==> src/core/pin_sync_unused_guard.sv <==
// holds no logic; synchronisation of pins is done by pin_sync

==> src/core/cfg_pkg.sv <==
// shared constants and types for the card-reader configuration register bank
// assumes a 100 MHz core clock and a byte-wide serial control bus
package cfg_pkg;

  // register offsets
  localparam logic [7:0] REG_CONTROL = 8'h00;
  localparam logic [7:0] REG_CFG1 = 8'h01;
  localparam logic [7:0] REG_CFG2 = 8'h02;
  localparam logic [7:0] REG_CLK_LIMIT = 8'h03;
  localparam logic [7:0] REG_IE_LOW = 8'h04;
  localparam logic [7:0] REG_VID_HI = 8'h06;
  localparam logic [7:0] REG_PID_LO = 8'h09;

  // reset values
  localparam logic [7:0] CONTROL_RESET = 8'h18;
  localparam logic [7:0] ZERO_RESET = 8'h00;

  // field positions
  localparam int CTL_WAKE = 0;
  localparam int CTL_MODE_LO = 1;
  localparam int CTL_PORT_A_SW = 3;
  localparam int CTL_PORT_B_SW = 4;
  localparam int CFG1_PORT_B_NARROW = 7;
  localparam int CFG1_PORT_A_NARROW = 6;
  localparam int CFG1_IRQ_PULSE = 5;
  localparam int CFG1_IRQ_POL_HIGH = 4;
  localparam int CFG2_REF_LO = 2;
  localparam int CFG2_SPEED_CAP = 1;
  localparam int LIM_PORT_B_LO = 4;
  localparam int LIM_PORT_A_LO = 0;
  localparam int IE_EVENT_LO = 2;
  localparam int NUM_EVENTS = 5;

  // reader path codes
  localparam logic [1:0] MODE_PORT_A = 2'h1;
  localparam logic [1:0] MODE_PORT_B = 2'h2;

  // upper six bits of the 7-bit bus address; the low bit follows a pin
  localparam logic [5:0] BUS_ADDR_BASE = 6'h38;

  // usb mass-storage class code
  localparam logic [7:0] USB_CLASS_MASS_STORAGE = 8'h08;

  // interrupt pulse width
  localparam int IRQ_PULSE_MS = 10;
  localparam int CLK_KHZ = 100000;
  localparam int IRQ_PULSE_CYCLES = IRQ_PULSE_MS * CLK_KHZ;

  // settings frozen when card-reader operation begins
  typedef struct packed {
    logic port_b_narrow_bus;
    logic port_a_narrow_bus;
    logic [4:0] reference_input_select;
    logic usb_speed_cap;
    logic [3:0] port_b_clock_limit;
    logic [3:0] port_a_clock_limit;
  } reader_cfg_t;

endpackage : cfg_pkg

==> src/core/card_reader_config_regs.sv <==
// configuration register bank of a usb-to-sd card-reader bridge, reached over a two-wire serial bus
// assumes scl/sda/addr_sel are asynchronous pins; supplies, events and status reads are on clk
// Functional notes
// reader presents usb mass-storage class
// high speed when host capable, else full
// writable 16-bit vendor and product codes
// registers writable with only host supply
// control bit 4 closes port b switches
// control bit 3 closes port a switches
// control bits 2:1 select reader path
// control bit 0 requests micro wake
// interrupt_and_bus_config bit 7 narrows port b bus
// interrupt_and_bus_config bit 6 narrows port a bus
// interrupt level until read, or pulse
// interrupt_and_bus_config bit 4 sets interrupt polarity
// clock_and_speed_config bits 6:2 select reference input
// clock_and_speed_config bit 1 caps usb to full speed
// bits 7:4 limit port b clock
// bits 3:0 limit port a clock
// enable bits gate change events onto interrupt
// written bytes follow pointer, auto increment
// 7-bit address, low bit from pin
// reads from pointer, stop after nack
// reader path switches forced open, writes ignored
// reserved bits store and read back
// reader settings sampled at activation
`timescale 1ns/10ps
`default_nettype none
module card_reader_config_regs #(
  parameter int unsigned IRQ_PULSE_CYCLES = cfg_pkg::IRQ_PULSE_CYCLES,
  parameter logic [15:0] VENDOR_DEFAULT = 16'h1111, // arbitrary value
  parameter logic [15:0] PRODUCT_DEFAULT = 16'h2222 // arbitrary value
) (
  // clock and reset
  input wire logic clk,
  input wire logic reset_n,
  // serial control bus
  input wire logic scl,
  input wire logic sda_in,
  output logic sda_out,
  output logic sda_oe_n,
  input wire logic addr_sel,
  // supplies and usb host
  input wire logic transceiver_supply_ok,
  input wire logic card_supply_ok,
  input wire logic host_hs_capable,
  // interrupt sources and pin
  input wire logic [cfg_pkg::NUM_EVENTS-1:0] change_events,
  input wire logic status_read,
  output logic irq_pin,
  // card limits reported by the cards, as log2 of divider
  input wire logic [2:0] port_a_card_div,
  input wire logic [2:0] port_b_card_div,
  // control outputs
  output logic micro_wake_request,
  output logic port_a_switch_close,
  output logic port_b_switch_close,
  output logic reader_on_port_a,
  output logic reader_on_port_b,
  output cfg_pkg::reader_cfg_t reader_cfg,
  output logic [4:0] reference_input_effective,
  output logic usb_high_speed,
  output logic [7:0] usb_class_code,
  output logic [15:0] usb_vendor_id,
  output logic [15:0] usb_product_id,
  output logic [2:0] port_a_clock_div,
  output logic [2:0] port_b_clock_div
);
  typedef enum logic [6:0] {
    ST_IDLE = 7'h01,
    ST_ADDR = 7'h02,
    ST_ADDR_ACK = 7'h04,
    ST_WR = 7'h08,
    ST_WR_ACK = 7'h10,
    ST_RD = 7'h20,
    ST_RD_ACK = 7'h40
  } bus_state_t;

  // pin synchronisation and edge finding
  logic [2:0] pins_s;
  logic scl_s;
  logic sda_s;
  logic addr_s;
  logic scl_p_q;
  logic sda_p_q;

  pin_sync #(.W(3), .INIT(3'h3)) u_sync (
    .clk(clk),
    .reset_n(reset_n),
    .d({addr_sel, sda_in, scl}),
    .q(pins_s)
  );

  assign scl_s = pins_s[0];
  assign sda_s = pins_s[1];
  assign addr_s = pins_s[2];

  logic scl_rise;
  logic scl_fall;
  logic bus_start;
  logic bus_stop;

  // registers
  logic [7:0] ctl_q, ctl_d;
  logic [7:0] cfg1_q, cfg1_d;
  logic [7:0] cfg2_q, cfg2_d;
  logic [7:0] lim_q, lim_d;
  logic [7:0] ie_q, ie_d;
  logic [7:0] id_q [4];
  logic [7:0] id_d [4];
  logic [3:0] id_wr_q, id_wr_d;

  // bus engine state
  bus_state_t st_q, st_d;
  logic [7:0] sh_q, sh_d;
  logic [7:0] tx_q, tx_d;
  logic [3:0] cnt_q, cnt_d;
  logic [7:0] ptr_q, ptr_d;
  logic ptr_phase_q, ptr_phase_d;
  logic rw_q, rw_d;
  logic nack_q, nack_d;
  logic drv_q, drv_d;
  logic wr_en;
  logic addr_match;

  // reader activation
  logic reader_on;
  logic active_q, active_d;
  cfg_pkg::reader_cfg_t lat_q, lat_d, live_cfg;
  logic owned_a;
  logic owned_b;

  function automatic logic [7:0] rd_byte(input logic [7:0] a);
    logic [7:0] r;
    r = 8'h00;
    case (a)
      cfg_pkg::REG_CONTROL: r = ctl_q;
      cfg_pkg::REG_CFG1: r = cfg1_q;
      cfg_pkg::REG_CFG2: r = cfg2_q;
      cfg_pkg::REG_CLK_LIMIT: r = lim_q;
      cfg_pkg::REG_IE_LOW: r = ie_q;
      default: begin
        if (a >= cfg_pkg::REG_VID_HI && a <= cfg_pkg::REG_PID_LO) begin
          r = id_q[2'(a - cfg_pkg::REG_VID_HI)];
        end
      end
    endcase
    return r;
  endfunction : rd_byte

  // limit code to log2 divider: 0000/0001 base, 0010..0111 /2../64
  function automatic logic [2:0] lim_div(input logic [3:0] c);
    logic [2:0] r;
    r = 3'h0;
    if (c >= 4'h2 && c <= 4'h7) begin
      r = 3'(c - 4'h1);
    end
    return r;
  endfunction : lim_div

  always_comb begin
    scl_rise = scl_s & ~scl_p_q;
    scl_fall = ~scl_s & scl_p_q;
    bus_start = scl_s & scl_p_q & sda_p_q & ~sda_s;
    bus_stop = scl_s & scl_p_q & ~sda_p_q & sda_s;
    addr_match = (sh_q[7:1] == {cfg_pkg::BUS_ADDR_BASE, addr_s});
    st_d = st_q;
    sh_d = sh_q;
    tx_d = tx_q;
    cnt_d = cnt_q;
    ptr_d = ptr_q;
    ptr_phase_d = ptr_phase_q;
    rw_d = rw_q;
    nack_d = nack_q;
    drv_d = drv_q;
    wr_en = 1'b0;
    if (bus_start) begin
      st_d = ST_ADDR;
      cnt_d = 4'h0;
      drv_d = 1'b0;
    end else if (bus_stop) begin
      st_d = ST_IDLE;
      drv_d = 1'b0;
    end else if (scl_rise) begin
      sh_d = {sh_q[6:0], sda_s};
      cnt_d = cnt_q + 4'h1;
      if (st_q == ST_RD_ACK) begin
        nack_d = sda_s;
      end
    end else if (scl_fall) begin
      case (st_q)
        ST_ADDR: begin
          if (cnt_q == 4'h8) begin
            if (addr_match) begin
              st_d = ST_ADDR_ACK;
              drv_d = 1'b1;
              rw_d = sh_q[0];
            end else begin
              st_d = ST_IDLE;
            end
          end
        end
        ST_ADDR_ACK: begin
          cnt_d = 4'h0;
          if (rw_q) begin
            st_d = ST_RD;
            tx_d = rd_byte(ptr_q);
            drv_d = ~tx_d[7];
          end else begin
            st_d = ST_WR;
            drv_d = 1'b0;
            ptr_phase_d = 1'b1;
          end
        end
        ST_WR: begin
          if (cnt_q == 4'h8) begin
            st_d = ST_WR_ACK;
            drv_d = 1'b1;
            if (ptr_phase_q) begin
              ptr_d = sh_q;
              ptr_phase_d = 1'b0;
            end else begin
              wr_en = 1'b1;
              ptr_d = ptr_q + 8'h1;
            end
          end
        end
        ST_WR_ACK: begin
          st_d = ST_WR;
          drv_d = 1'b0;
          cnt_d = 4'h0;
        end
        ST_RD: begin
          if (cnt_q == 4'h8) begin
            st_d = ST_RD_ACK;
            drv_d = 1'b0;
            ptr_d = ptr_q + 8'h1;
          end else begin
            tx_d = {tx_q[6:0], 1'b0};
            drv_d = ~tx_q[6];
          end
        end
        ST_RD_ACK: begin
          cnt_d = 4'h0;
          if (nack_q) begin
            st_d = ST_IDLE;
          end else begin
            st_d = ST_RD;
            tx_d = rd_byte(ptr_q);
            drv_d = ~tx_d[7];
          end
        end
        default: st_d = ST_IDLE;
      endcase
    end
    sda_out = 1'b0;
    sda_oe_n = ~drv_q;
  end

  always_ff @(posedge clk or negedge reset_n) begin
    if (!reset_n) begin
      st_q <= ST_IDLE;
      sh_q <= 8'h00;
      tx_q <= 8'h00;
      cnt_q <= 4'h0;
      ptr_q <= 8'h00;
      ptr_phase_q <= 1'b0;
      rw_q <= 1'b0;
      nack_q <= 1'b0;
      drv_q <= 1'b0;
      scl_p_q <= 1'b1;
      sda_p_q <= 1'b1;
    end else begin
      st_q <= st_d;
      sh_q <= sh_d;
      tx_q <= tx_d;
      cnt_q <= cnt_d;
      ptr_q <= ptr_d;
      ptr_phase_q <= ptr_phase_d;
      rw_q <= rw_d;
      nack_q <= nack_d;
      drv_q <= drv_d;
      scl_p_q <= scl_s;
      sda_p_q <= sda_s;
    end
  end

  // register writes need no supply beyond the bus logic itself
  always_comb begin
    ctl_d = ctl_q;
    cfg1_d = cfg1_q;
    cfg2_d = cfg2_q;
    lim_d = lim_q;
    ie_d = ie_q;
    id_d = id_q;
    id_wr_d = id_wr_q;
    if (wr_en) begin
      case (ptr_q)
        cfg_pkg::REG_CONTROL: begin
          ctl_d = sh_q;
          if (owned_a) ctl_d[cfg_pkg::CTL_PORT_A_SW] = ctl_q[cfg_pkg::CTL_PORT_A_SW];
          if (owned_b) ctl_d[cfg_pkg::CTL_PORT_B_SW] = ctl_q[cfg_pkg::CTL_PORT_B_SW];
        end
        cfg_pkg::REG_CFG1: cfg1_d = sh_q;
        cfg_pkg::REG_CFG2: cfg2_d = sh_q;
        cfg_pkg::REG_CLK_LIMIT: lim_d = sh_q;
        cfg_pkg::REG_IE_LOW: ie_d = sh_q;
        default: begin
          if (ptr_q >= cfg_pkg::REG_VID_HI && ptr_q <= cfg_pkg::REG_PID_LO) begin
            id_d[2'(ptr_q - cfg_pkg::REG_VID_HI)] = sh_q;
            id_wr_d[2'(ptr_q - cfg_pkg::REG_VID_HI)] = 1'b1;
          end
        end
      endcase
    end
  end

  always_ff @(posedge clk or negedge reset_n) begin
    if (!reset_n) begin
      ctl_q <= cfg_pkg::CONTROL_RESET;
      cfg1_q <= cfg_pkg::ZERO_RESET;
      cfg2_q <= cfg_pkg::ZERO_RESET;
      lim_q <= cfg_pkg::ZERO_RESET;
      ie_q <= cfg_pkg::ZERO_RESET;
      id_q <= '{default: 8'h00};
      id_wr_q <= 4'h0;
    end else begin
      ctl_q <= ctl_d;
      cfg1_q <= cfg1_d;
      cfg2_q <= cfg2_d;
      lim_q <= lim_d;
      ie_q <= ie_d;
      id_q <= id_d;
      id_wr_q <= id_wr_d;
    end
  end

  // reader activation and frozen settings
  always_comb begin
    live_cfg.port_b_narrow_bus = cfg1_q[cfg_pkg::CFG1_PORT_B_NARROW];
    live_cfg.port_a_narrow_bus = cfg1_q[cfg_pkg::CFG1_PORT_A_NARROW];
    live_cfg.reference_input_select = cfg2_q[cfg_pkg::CFG2_REF_LO +: 5];
    live_cfg.usb_speed_cap = cfg2_q[cfg_pkg::CFG2_SPEED_CAP];
    live_cfg.port_b_clock_limit = lim_q[cfg_pkg::LIM_PORT_B_LO +: 4];
    live_cfg.port_a_clock_limit = lim_q[cfg_pkg::LIM_PORT_A_LO +: 4];
    reader_on = ctl_q[cfg_pkg::CTL_WAKE] & transceiver_supply_ok & card_supply_ok &
                (ctl_q[2:1] == cfg_pkg::MODE_PORT_A || ctl_q[2:1] == cfg_pkg::MODE_PORT_B);
    active_d = reader_on;
    lat_d = (reader_on && !active_q) ? live_cfg : lat_q;
  end

  always_ff @(posedge clk or negedge reset_n) begin
    if (!reset_n) begin
      active_q <= 1'b0;
      lat_q <= '0;
    end else begin
      active_q <= active_d;
      lat_q <= lat_d;
    end
  end

  always_comb begin
    owned_a = active_q & (ctl_q[2:1] == cfg_pkg::MODE_PORT_A);
    owned_b = active_q & (ctl_q[2:1] == cfg_pkg::MODE_PORT_B);
    reader_on_port_a = owned_a;
    reader_on_port_b = owned_b;
    micro_wake_request = ctl_q[cfg_pkg::CTL_WAKE];
    port_a_switch_close = ctl_q[cfg_pkg::CTL_PORT_A_SW] & ~owned_a;
    port_b_switch_close = ctl_q[cfg_pkg::CTL_PORT_B_SW] & ~owned_b;
    reader_cfg = lat_q;
    // undocumented codes fall back to the default source
    reference_input_effective = (!lat_q.reference_input_select[4] &&
      (lat_q.reference_input_select[1:0] == 2'h1 || lat_q.reference_input_select[1:0] == 2'h2)) ?
      lat_q.reference_input_select : 5'h00;
    usb_high_speed = active_q & host_hs_capable & ~lat_q.usb_speed_cap;
    usb_class_code = cfg_pkg::USB_CLASS_MASS_STORAGE;
    usb_vendor_id[15:8] = id_wr_q[0] ? id_q[0] : VENDOR_DEFAULT[15:8];
    usb_vendor_id[7:0] = id_wr_q[1] ? id_q[1] : VENDOR_DEFAULT[7:0];
    usb_product_id[15:8] = id_wr_q[2] ? id_q[2] : PRODUCT_DEFAULT[15:8];
    usb_product_id[7:0] = id_wr_q[3] ? id_q[3] : PRODUCT_DEFAULT[7:0];
    // the slower of programmed limit and card maximum wins
    port_a_clock_div = lim_div(lat_q.port_a_clock_limit) > port_a_card_div ?
      lim_div(lat_q.port_a_clock_limit) : port_a_card_div;
    port_b_clock_div = lim_div(lat_q.port_b_clock_limit) > port_b_card_div ?
      lim_div(lat_q.port_b_clock_limit) : port_b_card_div;
  end

  irq_output #(.PULSE_CYCLES(IRQ_PULSE_CYCLES)) u_irq (
    .clk(clk),
    .reset_n(reset_n),
    .events(change_events),
    .enables(ie_q[cfg_pkg::IE_EVENT_LO +: cfg_pkg::NUM_EVENTS]),
    .pulse_style(cfg1_q[cfg_pkg::CFG1_IRQ_PULSE]),
    .polarity_high(cfg1_q[cfg_pkg::CFG1_IRQ_POL_HIGH]),
    .status_read(status_read),
    .irq_pin(irq_pin)
  );

  a_switch_owned_open: assert property (@(posedge clk) disable iff (!reset_n)
    (owned_a |-> !port_a_switch_close) and (owned_b |-> !port_b_switch_close))
    else $error("reader path switch not held open");
  a_ptr_data_advance: assert property (@(posedge clk) disable iff (!reset_n)
    wr_en |=> ptr_q == $past(ptr_q) + 8'h1)
    else $error("pointer did not advance after data byte");
  a_addr_ack_match: assert property (@(posedge clk) disable iff (!reset_n)
    (st_q == ST_ADDR && st_d == ST_ADDR_ACK) |-> sh_q[7:1] == {cfg_pkg::BUS_ADDR_BASE, addr_s})
    else $error("acknowledged a foreign address");
  a_cfg_frozen: assert property (@(posedge clk) disable iff (!reset_n)
    (active_q && $past(active_q)) |-> $stable(lat_q))
    else $error("reader settings changed while active");
  a_speed_cap: assert property (@(posedge clk) disable iff (!reset_n)
    usb_high_speed |-> (!lat_q.usb_speed_cap && host_hs_capable))
    else $error("high speed despite cap or full-speed host");
  a_mode_wake: assert property (@(posedge clk) disable iff (!reset_n)
    reader_on |-> (ctl_q[cfg_pkg::CTL_WAKE] && ctl_q[2] != ctl_q[1]))
    else $error("reader active without wake or valid path");
  a_read_nack_stop: assert property (@(posedge clk) disable iff (!reset_n)
    (st_q == ST_RD_ACK && nack_q && scl_fall && !bus_start && !bus_stop) |=> (st_q == ST_IDLE) && !drv_q)
    else $error("data driven after nack");
  a_clock_div_range: assert property (@(posedge clk) disable iff (!reset_n)
    (port_a_clock_div >= port_a_card_div) && (port_b_clock_div >= port_b_card_div))
    else $error("card clock faster than card maximum");
endmodule : card_reader_config_regs
`default_nettype wire

==> src/core/irq_output.sv <==
// interrupt pin driver: sticky pending bits, level or timed pulse, programmable polarity
// assumes events are one-cycle pulses on clk
`timescale 1ns/10ps
`default_nettype none
module irq_output #(
  parameter int unsigned PULSE_CYCLES = cfg_pkg::IRQ_PULSE_CYCLES
) (
  // clock and reset
  input wire logic clk,
  input wire logic reset_n,
  // events and control
  input wire logic [cfg_pkg::NUM_EVENTS-1:0] events,
  input wire logic [cfg_pkg::NUM_EVENTS-1:0] enables,
  input wire logic pulse_style,
  input wire logic polarity_high,
  input wire logic status_read,
  // pin
  output logic irq_pin
);
  logic [cfg_pkg::NUM_EVENTS-1:0] pend_q;
  logic [cfg_pkg::NUM_EVENTS-1:0] pend_d;
  logic [31:0] cnt_q;
  logic [31:0] cnt_d;
  logic active;
  logic fresh;

  always_comb begin
    fresh = |(events & enables);
    // a new event wins over a clear in the same cycle
    pend_d = (status_read ? '0 : pend_q) | (events & enables);
    cnt_d = cnt_q;
    if (fresh) begin
      cnt_d = PULSE_CYCLES;
    end else if (cnt_q != 32'h0) begin
      cnt_d = cnt_q - 32'h1;
    end
    active = pulse_style ? (cnt_q != 32'h0) : (|pend_q);
    irq_pin = polarity_high ? active : ~active;
  end

  always_ff @(posedge clk or negedge reset_n) begin
    if (!reset_n) begin
      pend_q <= '0;
      cnt_q <= 32'h0;
    end else begin
      pend_q <= pend_d;
      cnt_q <= cnt_d;
    end
  end

  a_irq_pulse_len: assert property (@(posedge clk) disable iff (!reset_n)
    (pulse_style && fresh) |=> (cnt_q == PULSE_CYCLES) && active)
    else $error("interrupt pulse not started at full length");
  a_irq_level_hold: assert property (@(posedge clk) disable iff (!reset_n)
    (!pulse_style && (|pend_q) && !status_read) |=> active)
    else $error("level interrupt dropped before status read");
  a_irq_polarity: assert property (@(posedge clk) disable iff (!reset_n)
    active |-> (irq_pin == polarity_high))
    else $error("interrupt pin polarity wrong");
endmodule : irq_output
`default_nettype wire

==> src/core/pin_sync.sv <==
// two-flop synchroniser for a group of pins
// assumes the inputs are asynchronous to clk
`timescale 1ns/10ps
`default_nettype none
module pin_sync #(
  parameter int W = 1,
  parameter logic [W-1:0] INIT = '0
) (
  // clock and reset
  input wire logic clk,
  input wire logic reset_n,
  // pins
  input wire logic [W-1:0] d,
  output logic [W-1:0] q
);
  logic [W-1:0] meta_q;
  logic [W-1:0] meta_d;
  logic [W-1:0] q_d;

  always_comb begin
    meta_d = d;
    q_d = meta_q;
  end

  always_ff @(posedge clk or negedge reset_n) begin
    if (!reset_n) begin
      meta_q <= INIT;
      q <= INIT;
    end else begin
      meta_q <= meta_d;
      q <= q_d;
    end
  end
endmodule : pin_sync
`default_nettype wire

==> config.mk <==
export PLATFORM = sky130hd
export DESIGN_NAME = card_reader_config_regs
export DESIGN_NICKNAME = d
export VERILOG_FILES = /design/src/core/pin_sync_unused_guard.sv /design/src/core/cfg_pkg.sv /design/src/core/card_reader_config_regs.sv /design/src/core/irq_output.sv /design/src/core/pin_sync.sv
export SDC_FILE = /design/constraint.sdc
export NUM_CORES = 1
export LEC_CHECK = 0
export ABC_AREA = 1
export BUFFER_PORTS_ARGS = -buffer_cell sky130_fd_sc_hd__buf_2
export CORE_AREA = 2 2 134 233
export CTS_BUF_LIST = sky130_fd_sc_hd__clkbuf_4 sky130_fd_sc_hd__clkbuf_8
export DETAILED_ROUTE_END_ITERATION = 6
export DIE_AREA = 0 0 136 235
export GPL_ROUTABILITY_DRIVEN = 0
export PLACE_DENSITY = 0.55
export RECOVER_POWER = 50
export SLEW_MARGIN = 30
export SYNTH_ARGS = -nofsm -noshare
export SYNTH_HDL_FRONTEND = slang
export SYNTH_HIERARCHICAL = 1
export SYNTH_SLANG_ARGS = --single-unit
==> constraint.sdc <==
create_clock -name clk -period 4.45 [get_ports clk]
set_input_delay 0.6675 -clock clk [delete_from_list [all_inputs] [get_ports clk]]
set_output_delay 0.6675 -clock clk [all_outputs]
set_load 0.05 [all_outputs]
==> summary.md, run 1 <==
| Metric | Value |
|---|---|
| Bufs and invs on worst path | `5` |
| Yosys reg bits | `176` |
| Pwr Density | `309.6 nW/µm²` |
| Unrepaired setup endpoints after global routing | `no` |
| Die height | `235 µm` |
| Resized cells post-CTS | `0` |
| Antenna Nets Post-Route | `0` |
| Worst Tran Pin Value | `2448 ps` |
| Ys flop type | `dfrtp_1` |
| Clock buffer depth | `2` |
| Most common cell in the netlist | `nand2_1` |
| Vias in the first global route | `8195` |
| Switching Fraction | `0.3169` |
| CTS Hold Buffers Added | `0` |
| EDFF count, synth | `0` |
| Mapped Cells | `~1300` |
| Synth top area cells | `dfrtp_1, nand2_1, nor2_1, inv_1, o21ai_0` |
| Final hold vios | `0` |
| Fmax | `0.2850 GHz` |
| Critical path's most frequent cell | `inv_1` |
| Sequential fraction of the synthesis area | `0.4516` |
| Max incr delay on CP | `390 ps` |
| Crit Path Max Fanout | `6` |
| Critical-path cell list | `inv_1 > ha_1 > inv_1 > a31oi_1 > inv_1 > nor2_1 > ha_1 > nand2_1 > o21ai_0 > inv_1 > a31oi_1 > nor2_1 > a21oi_1 > buf_2` |
| Status | `finished with violations` |
| Routed WL | `26790 µm` |
| Layout cells sized above 1 | `0.1397` |
| Total clock sinks | `176` |
| Static Leak | `~5.6 nW` |
| Root Buffer | `clkbuf_8` |
| Post-synth ARST share | `1.000` |
| Synth cell types | `45` |
| Rows | `84` |
| Sequential Power Share | `0.519` |
| Yosys top cell by area | `dfrtp_1` |
| DRT Pass-1 Iters | `5` |
| Yosys warns | `6` |
| Wire length of the first global-routing pass | `42850 µm` |
| Die width | `136 µm` |
| Clock latency on the worst-skew pair | `510 ps` |
| CTS Buf Count | `17` |
| Slew headroom | `-0.6321` |
| Failing checks | `max-capacitance violations, max-slew violations` |
| Top delay family on crit path | `compound AO/OA/AOI/OAI gates` |
| Clk pin slew, worst setup/hold paths | `100 ps` |
| Setup Viol. Count Final | `0` |
| P_int | `0.002300 W` |
| Syn_area_per_cell | `roughly 7.6 µm²` |
| Hold Path Class | `input pin to flip-flop` |
| Placed Instances | `1729` |
| Max IR drop VDD | `197.6 µV` |
| Hpwl dp | `19870 µm` |
| TritonCTS clock tree | `done` |
| Core footprint | `30060 µm²` |
| Critical Path Start Type | `flip-flop` |
| Global Route Usage Sum | `0.1722` |
| Comb pwr share | `0.121` |
| Ports | `96` |
| NetSw | `0.001067 W` |
| Most common library cells after synthesis | `nand2_1, nor2_1, dfrtp_1, inv_1, o21ai_0` |
| Initial antenna violation count | `0` |
| Setup bufs post-CTS | `0` |
| Starting Density | `0.3253` |
| TNS Setup | `0 ps` |
| # diodes | `0` |
| DR vias | `roughly 8500` |
| CTS HTree Levels | `4` |
| Type of the worst setup path | `flip-flop to primary output` |
| Gr ovfl total | `0` |
| Final Skew | `21.45 ps` |
| Worst EP required | `approximately 3800 ps` |
| Die area | `roughly 32000 µm²` |
| Syn-to-layout area delta | `11.21%` |
| Clock power share | `0.360` |
| DRT iter0 DRCs | `~510` |
| Slowest-stage cell, CP | `dfrtp_1` |
| Element type at the critical path end | `primary output` |
| Post-Syn Area | `approximately 10000 µm²` |
| Largest net degree at the start of global routing | `96` |
| Port bufs | `85` |
| Routed WL per cell | `around 15 µm` |
| Maxcap violations | `1` |
| Final-layout fill cell count | `3253` |
| Top cell type's share of synthesized area | `0.4274` |
| Crit path DAT | `2840 ps` |
| Pins Over Slew Limit | `96` |
| DRC violations left | `0` |
| Vias per cell | `slightly below 5` |
| Final nets | `1404` |
| Final period util | `0.7884` |
| Layout Cells excl Fill | `1761` |
| Fin crit period | `3508 ps` |
-- cell usage in the layout, fill, tap and decap left out, types with 4 or more instances in the layout --
| cell | n |
|---|---|
| nand4_1 | 8 |
| o22ai_1 | 8 |
| a31oi_1 | 6 |
| nor3_1 | 12 |
| clkbuf_8 | 17 |
| dfrtp_1 | 167 |
| o21bai_1 | 6 |
| nand3_4 | 4 |
| nand2_2 | 13 |
| a21oi_1 | 43 |
| conb_1 | 10 |
| o21ai_0 | 104 |
| inv_2 | 10 |
| inv_1 | 149 |
| buf_2 | 75 |
| mux2_2 | 6 |
| o21ai_2 | 10 |
| nor2_1 | 170 |
| o21ai_1 | 29 |
| nand2_1 | 339 |
| nor2_4 | 6 |
| clkbuf_1 | 9 |
| dfstp_2 | 7 |
| nor2_2 | 7 |
| inv_8 | 7 |
| or2_2 | 8 |
| xor2_1 | 8 |
| ha_1 | 23 |
| nand3_1 | 76 |
-- final timing paths --
check	slack [ps]	cells after the start	from	to
setup / recovery	940	14	reader_cfg[4]	port_b_clock_div[0]
hold / removal	260	1	sda_in	u_sync/meta_q[1]
setup reg to reg	1630	10	ptr_q[0]	id_q[29]
hold reg to reg	360	0	u_sync/meta_q[1]	u_sync/q[1]
max in group asynchronous	1210	2	reset_n	u_irq/cnt_q[2]
min in group asynchronous	870	1	reset_n	reader_cfg[4]
-- worst register-to-register path: stages, from the launching register on --
cell and delay, ps:
dfrtp_1 810, inv_1 450, ha_1 390, inv_1 70, nor2_1 50, nand2_1 90
nand2_2 100, nor2_8 260, nand3_4 270, nand2_1 150, o21ai_2 60
-- per-stage QoR --
stage          cell area [µm²]  power [W]  utilization  worst slack (ps)  hold slack, ps
2_1_floorplan             9807   0.002033            -             791.2           331.2
3_3_place_gp             10480   0.002188       0.3487              1493           345.6
3_5_place_dp             10480   0.002195       0.3487              1473           346.9
4_1_cts                  10900   0.003418       0.3627             894.2           222.4
5_1_grt                  10870   0.003521       0.3617             565.7           228.9
6_report                 10870   0.003367       0.3617             941.7           259.2
-- cell families (layout without fill, tap and decap cells) --
kind of cell	Yosys count	count (layout)	synth area share
mux	6	6	0.006910
fa+ha+maj	23	23	0.02943
compound gates	209	209	0.1152
other cells	2	10	0.0007681
buf+inv	203	279	0.08881
flops	176	176	0.4516
xor+xnor	11	11	0.009855
simple gates	660	660	0.2974
-- power groups by stage --
| stage | Sequential [W] | Clock [W] | Combinational (W) |
|---|---|---|---|
| 2_1_floorplan | 0.00175 | 0 | 0.000283 |
| 3_3_place_gp | 0.00178 | 0 | 0.000411 |
| 3_5_place_dp | 0.00178 | 0 | 0.000416 |
| 4_1_cts | 0.00175 | 0.00125 | 0.000417 |
| 5_1_grt | 0.00176 | 0.00130 | 0.000461 |
| 6_report | 0.00175 | 0.00121 | 0.000409 |
-- area by class of cell --
type	count	area [µm²]	area share
multi-input combinational	919	4523	0.4160
sequential	176	4415	0.4061
inverter	160	600.6	0.05524
tap	387	484.2	0.04453
timing repair buffer	87	429.2	0.03947
clock buffer	17	234.0	0.02152
clock inverter	15	186.4	0.01715
-- per-layer routing --
layer / vias up / global-route usage / part of all wire
met5: - / 0 / 0
met4: 0 / 0.06629 / 0.030
met3: 46 / 0.03085 / 0.032
met2: 170 / 0.3113 / 0.54
met1: 4054 / 0.1975 / 0.40
li1: 4218 / - / -
-- flip-flops by register name, indices dropped and copies added (netlist names), 3 cells and up --
name and cells:
u_irq/cnt_q 32, cfg1_q 8, tx_q 7, u_sync/q 3
cnt_q 4, id_wr_q 4, u_sync/meta_q 3, lim_q 8
ctl_q 8, reader_cfg 16, id_q 32, cfg2_q 8
ptr_q 8, ie_q 8, u_irq/pend_q 5, sh_q 8
st_q 7
(Power assumes the default switching activity.)
==> run 2: changes to the inputs <==
- ABC_AREA: 1 -> 0
- CORE_AREA: 2 2 134 233 -> 2 2 132 231
- DIE_AREA: 0 0 136 235 -> 0 0 134 233
- clock period: 4.45 -> 3.4 ns (I/O delays scaled with it)
==> run 2 against run 1 <==
Effect of this change: the run ends with max-capacitance violations left; core utilization is 0.93 points higher; combinational power shrank 34%; worst setup slack lost 770 ps; largest power group unchanged.
==> summary.md, run 2 <==
| Metric | Value |
|---|---|
| Final hold vios | `0 (unchanged)` |
| Crit path DAT | `2720 ps (-120 ps)` |
| Fmax | `0.3098 GHz` |
| DRT Pass-1 Iters | `5 (unchanged)` |
| DR vias | `6967 (-18%)` |
| Critical path origin | `reader_cfg[0]` |
| Rows | `83 (-1.2%)` |
| Synth cell types | `80 (+78%)` |
| Total clock sinks | `176 (unchanged)` |
| DRT iter0 DRCs | `407 (-20%)` |
| Slew headroom | `0.008109 (+0.6402)` |
| Setup Viol. Count Final | `0 (unchanged)` |
| Wire length of the first global-routing pass | `38940 µm (-9.1%)` |
| Worst Setup EP | `port_a_clock_div[0]` |
| Post-Syn Area | `9609 µm² (-1.7%)` |
| Post-synth ARST share | `1.000 (unchanged)` |
| Ys flop type | `dfrtp_1` |
| Hpwl dp | `18090 µm (-8.9%)` |
| Pwr Density | `377.5 nW/µm² (+22%)` |
| Largest net degree at the start of global routing | `67 (-30%)` |
| Antenna Nets Post-Route | `0 (unchanged)` |
| CTS HTree Levels | `4 (unchanged)` |
| Final-layout fill cell count | `2908 (-11%)` |
| Die height | `233 µm (-0.85%)` |
| Final worst slack | `171.8 ps (-769.9 ps)` |
| CTS Buf Count | `17 (unchanged)` |
| EDFF count, synth | `0 (unchanged)` |
| Commonest non-fill, non-tap cell in the layout | `dfrtp_1` |
| Die area | `31220 µm² (-2.3%)` |
| Starting Density | `0.3293 (+0.004031)` |
| Unrepaired setup endpoints after global routing | `yes` |
| Routed WL per cell | `17.95 µm (+18%)` |
| Critical Path Start Type | `flip-flop` |
| Final nets | `1004 (-28%)` |
| Ports | `96 (unchanged)` |
| Setup slack, reg-to-reg | `710 ps (-920 ps)` |
| Failing checks | `max-capacitance violations` |
| Yosys warns | `6 (unchanged)` |
| Dpl ws | `533.6 ps (-939.4 ps)` |
| Type of the worst setup path | `flip-flop to primary output` |
| Maxcap violations | `1 (unchanged)` |
| Clock latency on the worst-skew pair | `470 ps (-40 ps)` |
| TritonCTS clock tree | `done` |
| Initial antenna violation count | `1 (+1)` |
| Gr ovfl total | `0 (unchanged)` |
| Final Skew | `11.07 ps (-10.37 ps)` |
| Final period util | `0.9495` |
| Clk pin slew, worst setup/hold paths | `90 ps (about the same)` |
| Status | `finished with violations` |
| Crit Path Max Fanout | `5 (-1)` |
| Hold Path Class | `input pin to flip-flop` |
| Root Buffer | `clkbuf_8` |
| Syn-to-layout area delta | `12.68%` |
| Syn_area_per_cell | `10.97 µm² (+45%)` |
| Mapped Cells | `876 (-32%)` |
| Sequential fraction of the synthesis area | `0.4595 (+0.007880)` |
| Most common library cells after synthesis | `dfrtp_1, mux2_2, nand2_1, nor2_1, a21oi_1` |
| Yosys reg bits | `176 (unchanged)` |
| Utilization after layout | `0.3711 (+0.009328)` |
| Worst Tran Pin Value | `1488 ps (-960.3 ps)` |
| Die width | `134 µm (-1.5%)` |
| Static Leak | `4.930 nW (-12%)` |
| Core footprint | `29180 µm² (-2.9%)` |
| Layout cells sized above 1 | `0.2909 (+0.1511)` |
| Pins Over Slew Limit | `0 (-100%)` |
| Element type at the critical path end | `primary output` |
| Max IR drop VDD | `243.5 µV (+23%)` |
| Fin crit period | `3228 ps` |
| Worst EP required | `2890 ps (-890 ps)` |
| DRC violations left | `0 (unchanged)` |
| Most frequent cells in the layout | `dfrtp_1, buf_2, mux2_2` |
| Clock buffer depth | `2 (unchanged)` |
| Vias per cell | `5.138 (+6.6%)` |
| Port bufs | `85 (unchanged)` |
| Synth top area cells | `dfrtp_1, mux2_2, mux2_4, ha_1, dfstp_2` |
| Yosys top cell by area | `dfrtp_1` |
| Most common cell in the netlist | `dfrtp_1` |
| Vias in the first global route | `7053 (-14%)` |
| RR Endpoint | `id_q[8]` |
| Reg2reg path depth | `8 (-2)` |
| Top cell type's share of synthesized area | `0.4349 (+0.007458)` |
| Reg-to-reg startpoint | `ptr_q[0]` |
| Routed WL | `24340 µm (-9.1%)` |
| Global Route Usage Sum | `0.1614 (-0.01072)` |
run 2: cell count changes in the layout (fill, tap and decap cells not counted), moves of 22 or more:
| cell | before | now |
|---|---|---|
| o21ai_0 | 104 | 27 |
| nor2_1 | 170 | 43 |
| buf_4 | 1 | 23 |
| nand2b_1 | 0 | 23 |
| mux2_4 | 0 | 32 |
| and2_1 | 2 | 32 |
| mux2_2 | 6 | 60 |
| nand2_1 | 339 | 54 |
| nand3_1 | 76 | 26 |
| inv_1 | 149 | 40 |
run 2: cells by family (layout without fill, tap and decap cells):
logic type	Yosys count	after routing	synth area share
AO/OA/AOI/OAI	174	174	0.1182
XOR/XNOR	14	14	0.01276
adder cells (fa/ha/maj)	23	23	0.02995
buffers and inverters	90	179	0.04961
flip-flops	176	176	0.4595
multiplexers	108	108	0.1474
other	2	11	0.0007815
AND/OR/NAND/NOR	289	289	0.1818
run 2: routing by layer:
metal,up-vias,part of all wire,track usage
li1,3308,-,-
met1,3493,0.38,0.1744
met2,127,0.56,0.3038
met3,39,0.027,0.02636
met4,0,0.033,0.07380
met5,-,0,0
run 2: worst min path at each step:
| stage | from | to | slack (ps) | depth (start not counted) |
|---|---|---|---|---|
| final | sda_in | u_sync/meta_q[1] | 130 | 1 |
| after global routing | sda_in | u_sync/meta_q[1] | 90 | 1 |
| after CTS | sda_in | u_sync/meta_q[1] | 90 | 1 |
| after detailed placement | u_sync/meta_q[2] | u_sync/q[2] | 350 | 0 |
| after global placement | u_sync/meta_q[0] | u_sync/q[0] | 350 | 0 |
| after floorplan | reset_n | active_q | 210 | 0 |
run 2: what timing repair did:
item	4_1_cts	5_1_grt
pin swaps	0	1
resized for setup	1	21
endpoints found under the hold margin	37	0
buffers inserted	0	1
hold buffers	1	0
endpoints found under the setup margin	1	6
run 2: worst max-delay path, cell delays in order (launching register included):
cell	delay, ps
dfrtp_1	400
inv_1	100
ha_1	170
nor3_2	50
or2_2	300
nor2_2	160
ha_4	160
a21o_1	110
a21oi_1	70
a31oi_2	290
mux2i_2	260
buf_6	180
run 2: metrics by stage:
stage | cells | power [W] | hold slack (ps) | area [µm²] | setup TNS (ps)
2_1_floorplan | 884 | 0.002491 | 214.4 | 9643 | -502.2
6_report | 1356 | 0.004087 | 133.5 | 10830 | 0
3_5_place_dp | 1322 | 0.002667 | 345.6 | 10400 | 0
3_3_place_gp | 1322 | 0.002663 | 346.9 | 10400 | 0
5_1_grt | 1356 | 0.004262 | 91.90 | 10830 | -56.51
4_1_cts | 1354 | 0.004153 | 86.61 | 10800 | 0
run 2: layout make-up:
class                   instances  area (µm²)  share of cell area
clock inverters                 9       110.1             0.01017
flip-flops and latches        176        4415              0.4078
repair buffers                108       603.1             0.05570
well taps                     382       478.0             0.04414
inverters                      40       150.1             0.01387
clock buffers                  22       277.8             0.02565
multi-input cells             618        4791              0.4425
diodes                          1       2.502           0.0002311
run 2: power by group:
group          total (W)  internal, W  switching, W  leakage [nW]
Combinational   0.000271    0.0000993      0.000172          2.49
Clock            0.00147     0.000701      0.000765         0.193
Sequential       0.00235      0.00215      0.000203          2.25
Total            0.00409      0.00295       0.00114          4.93
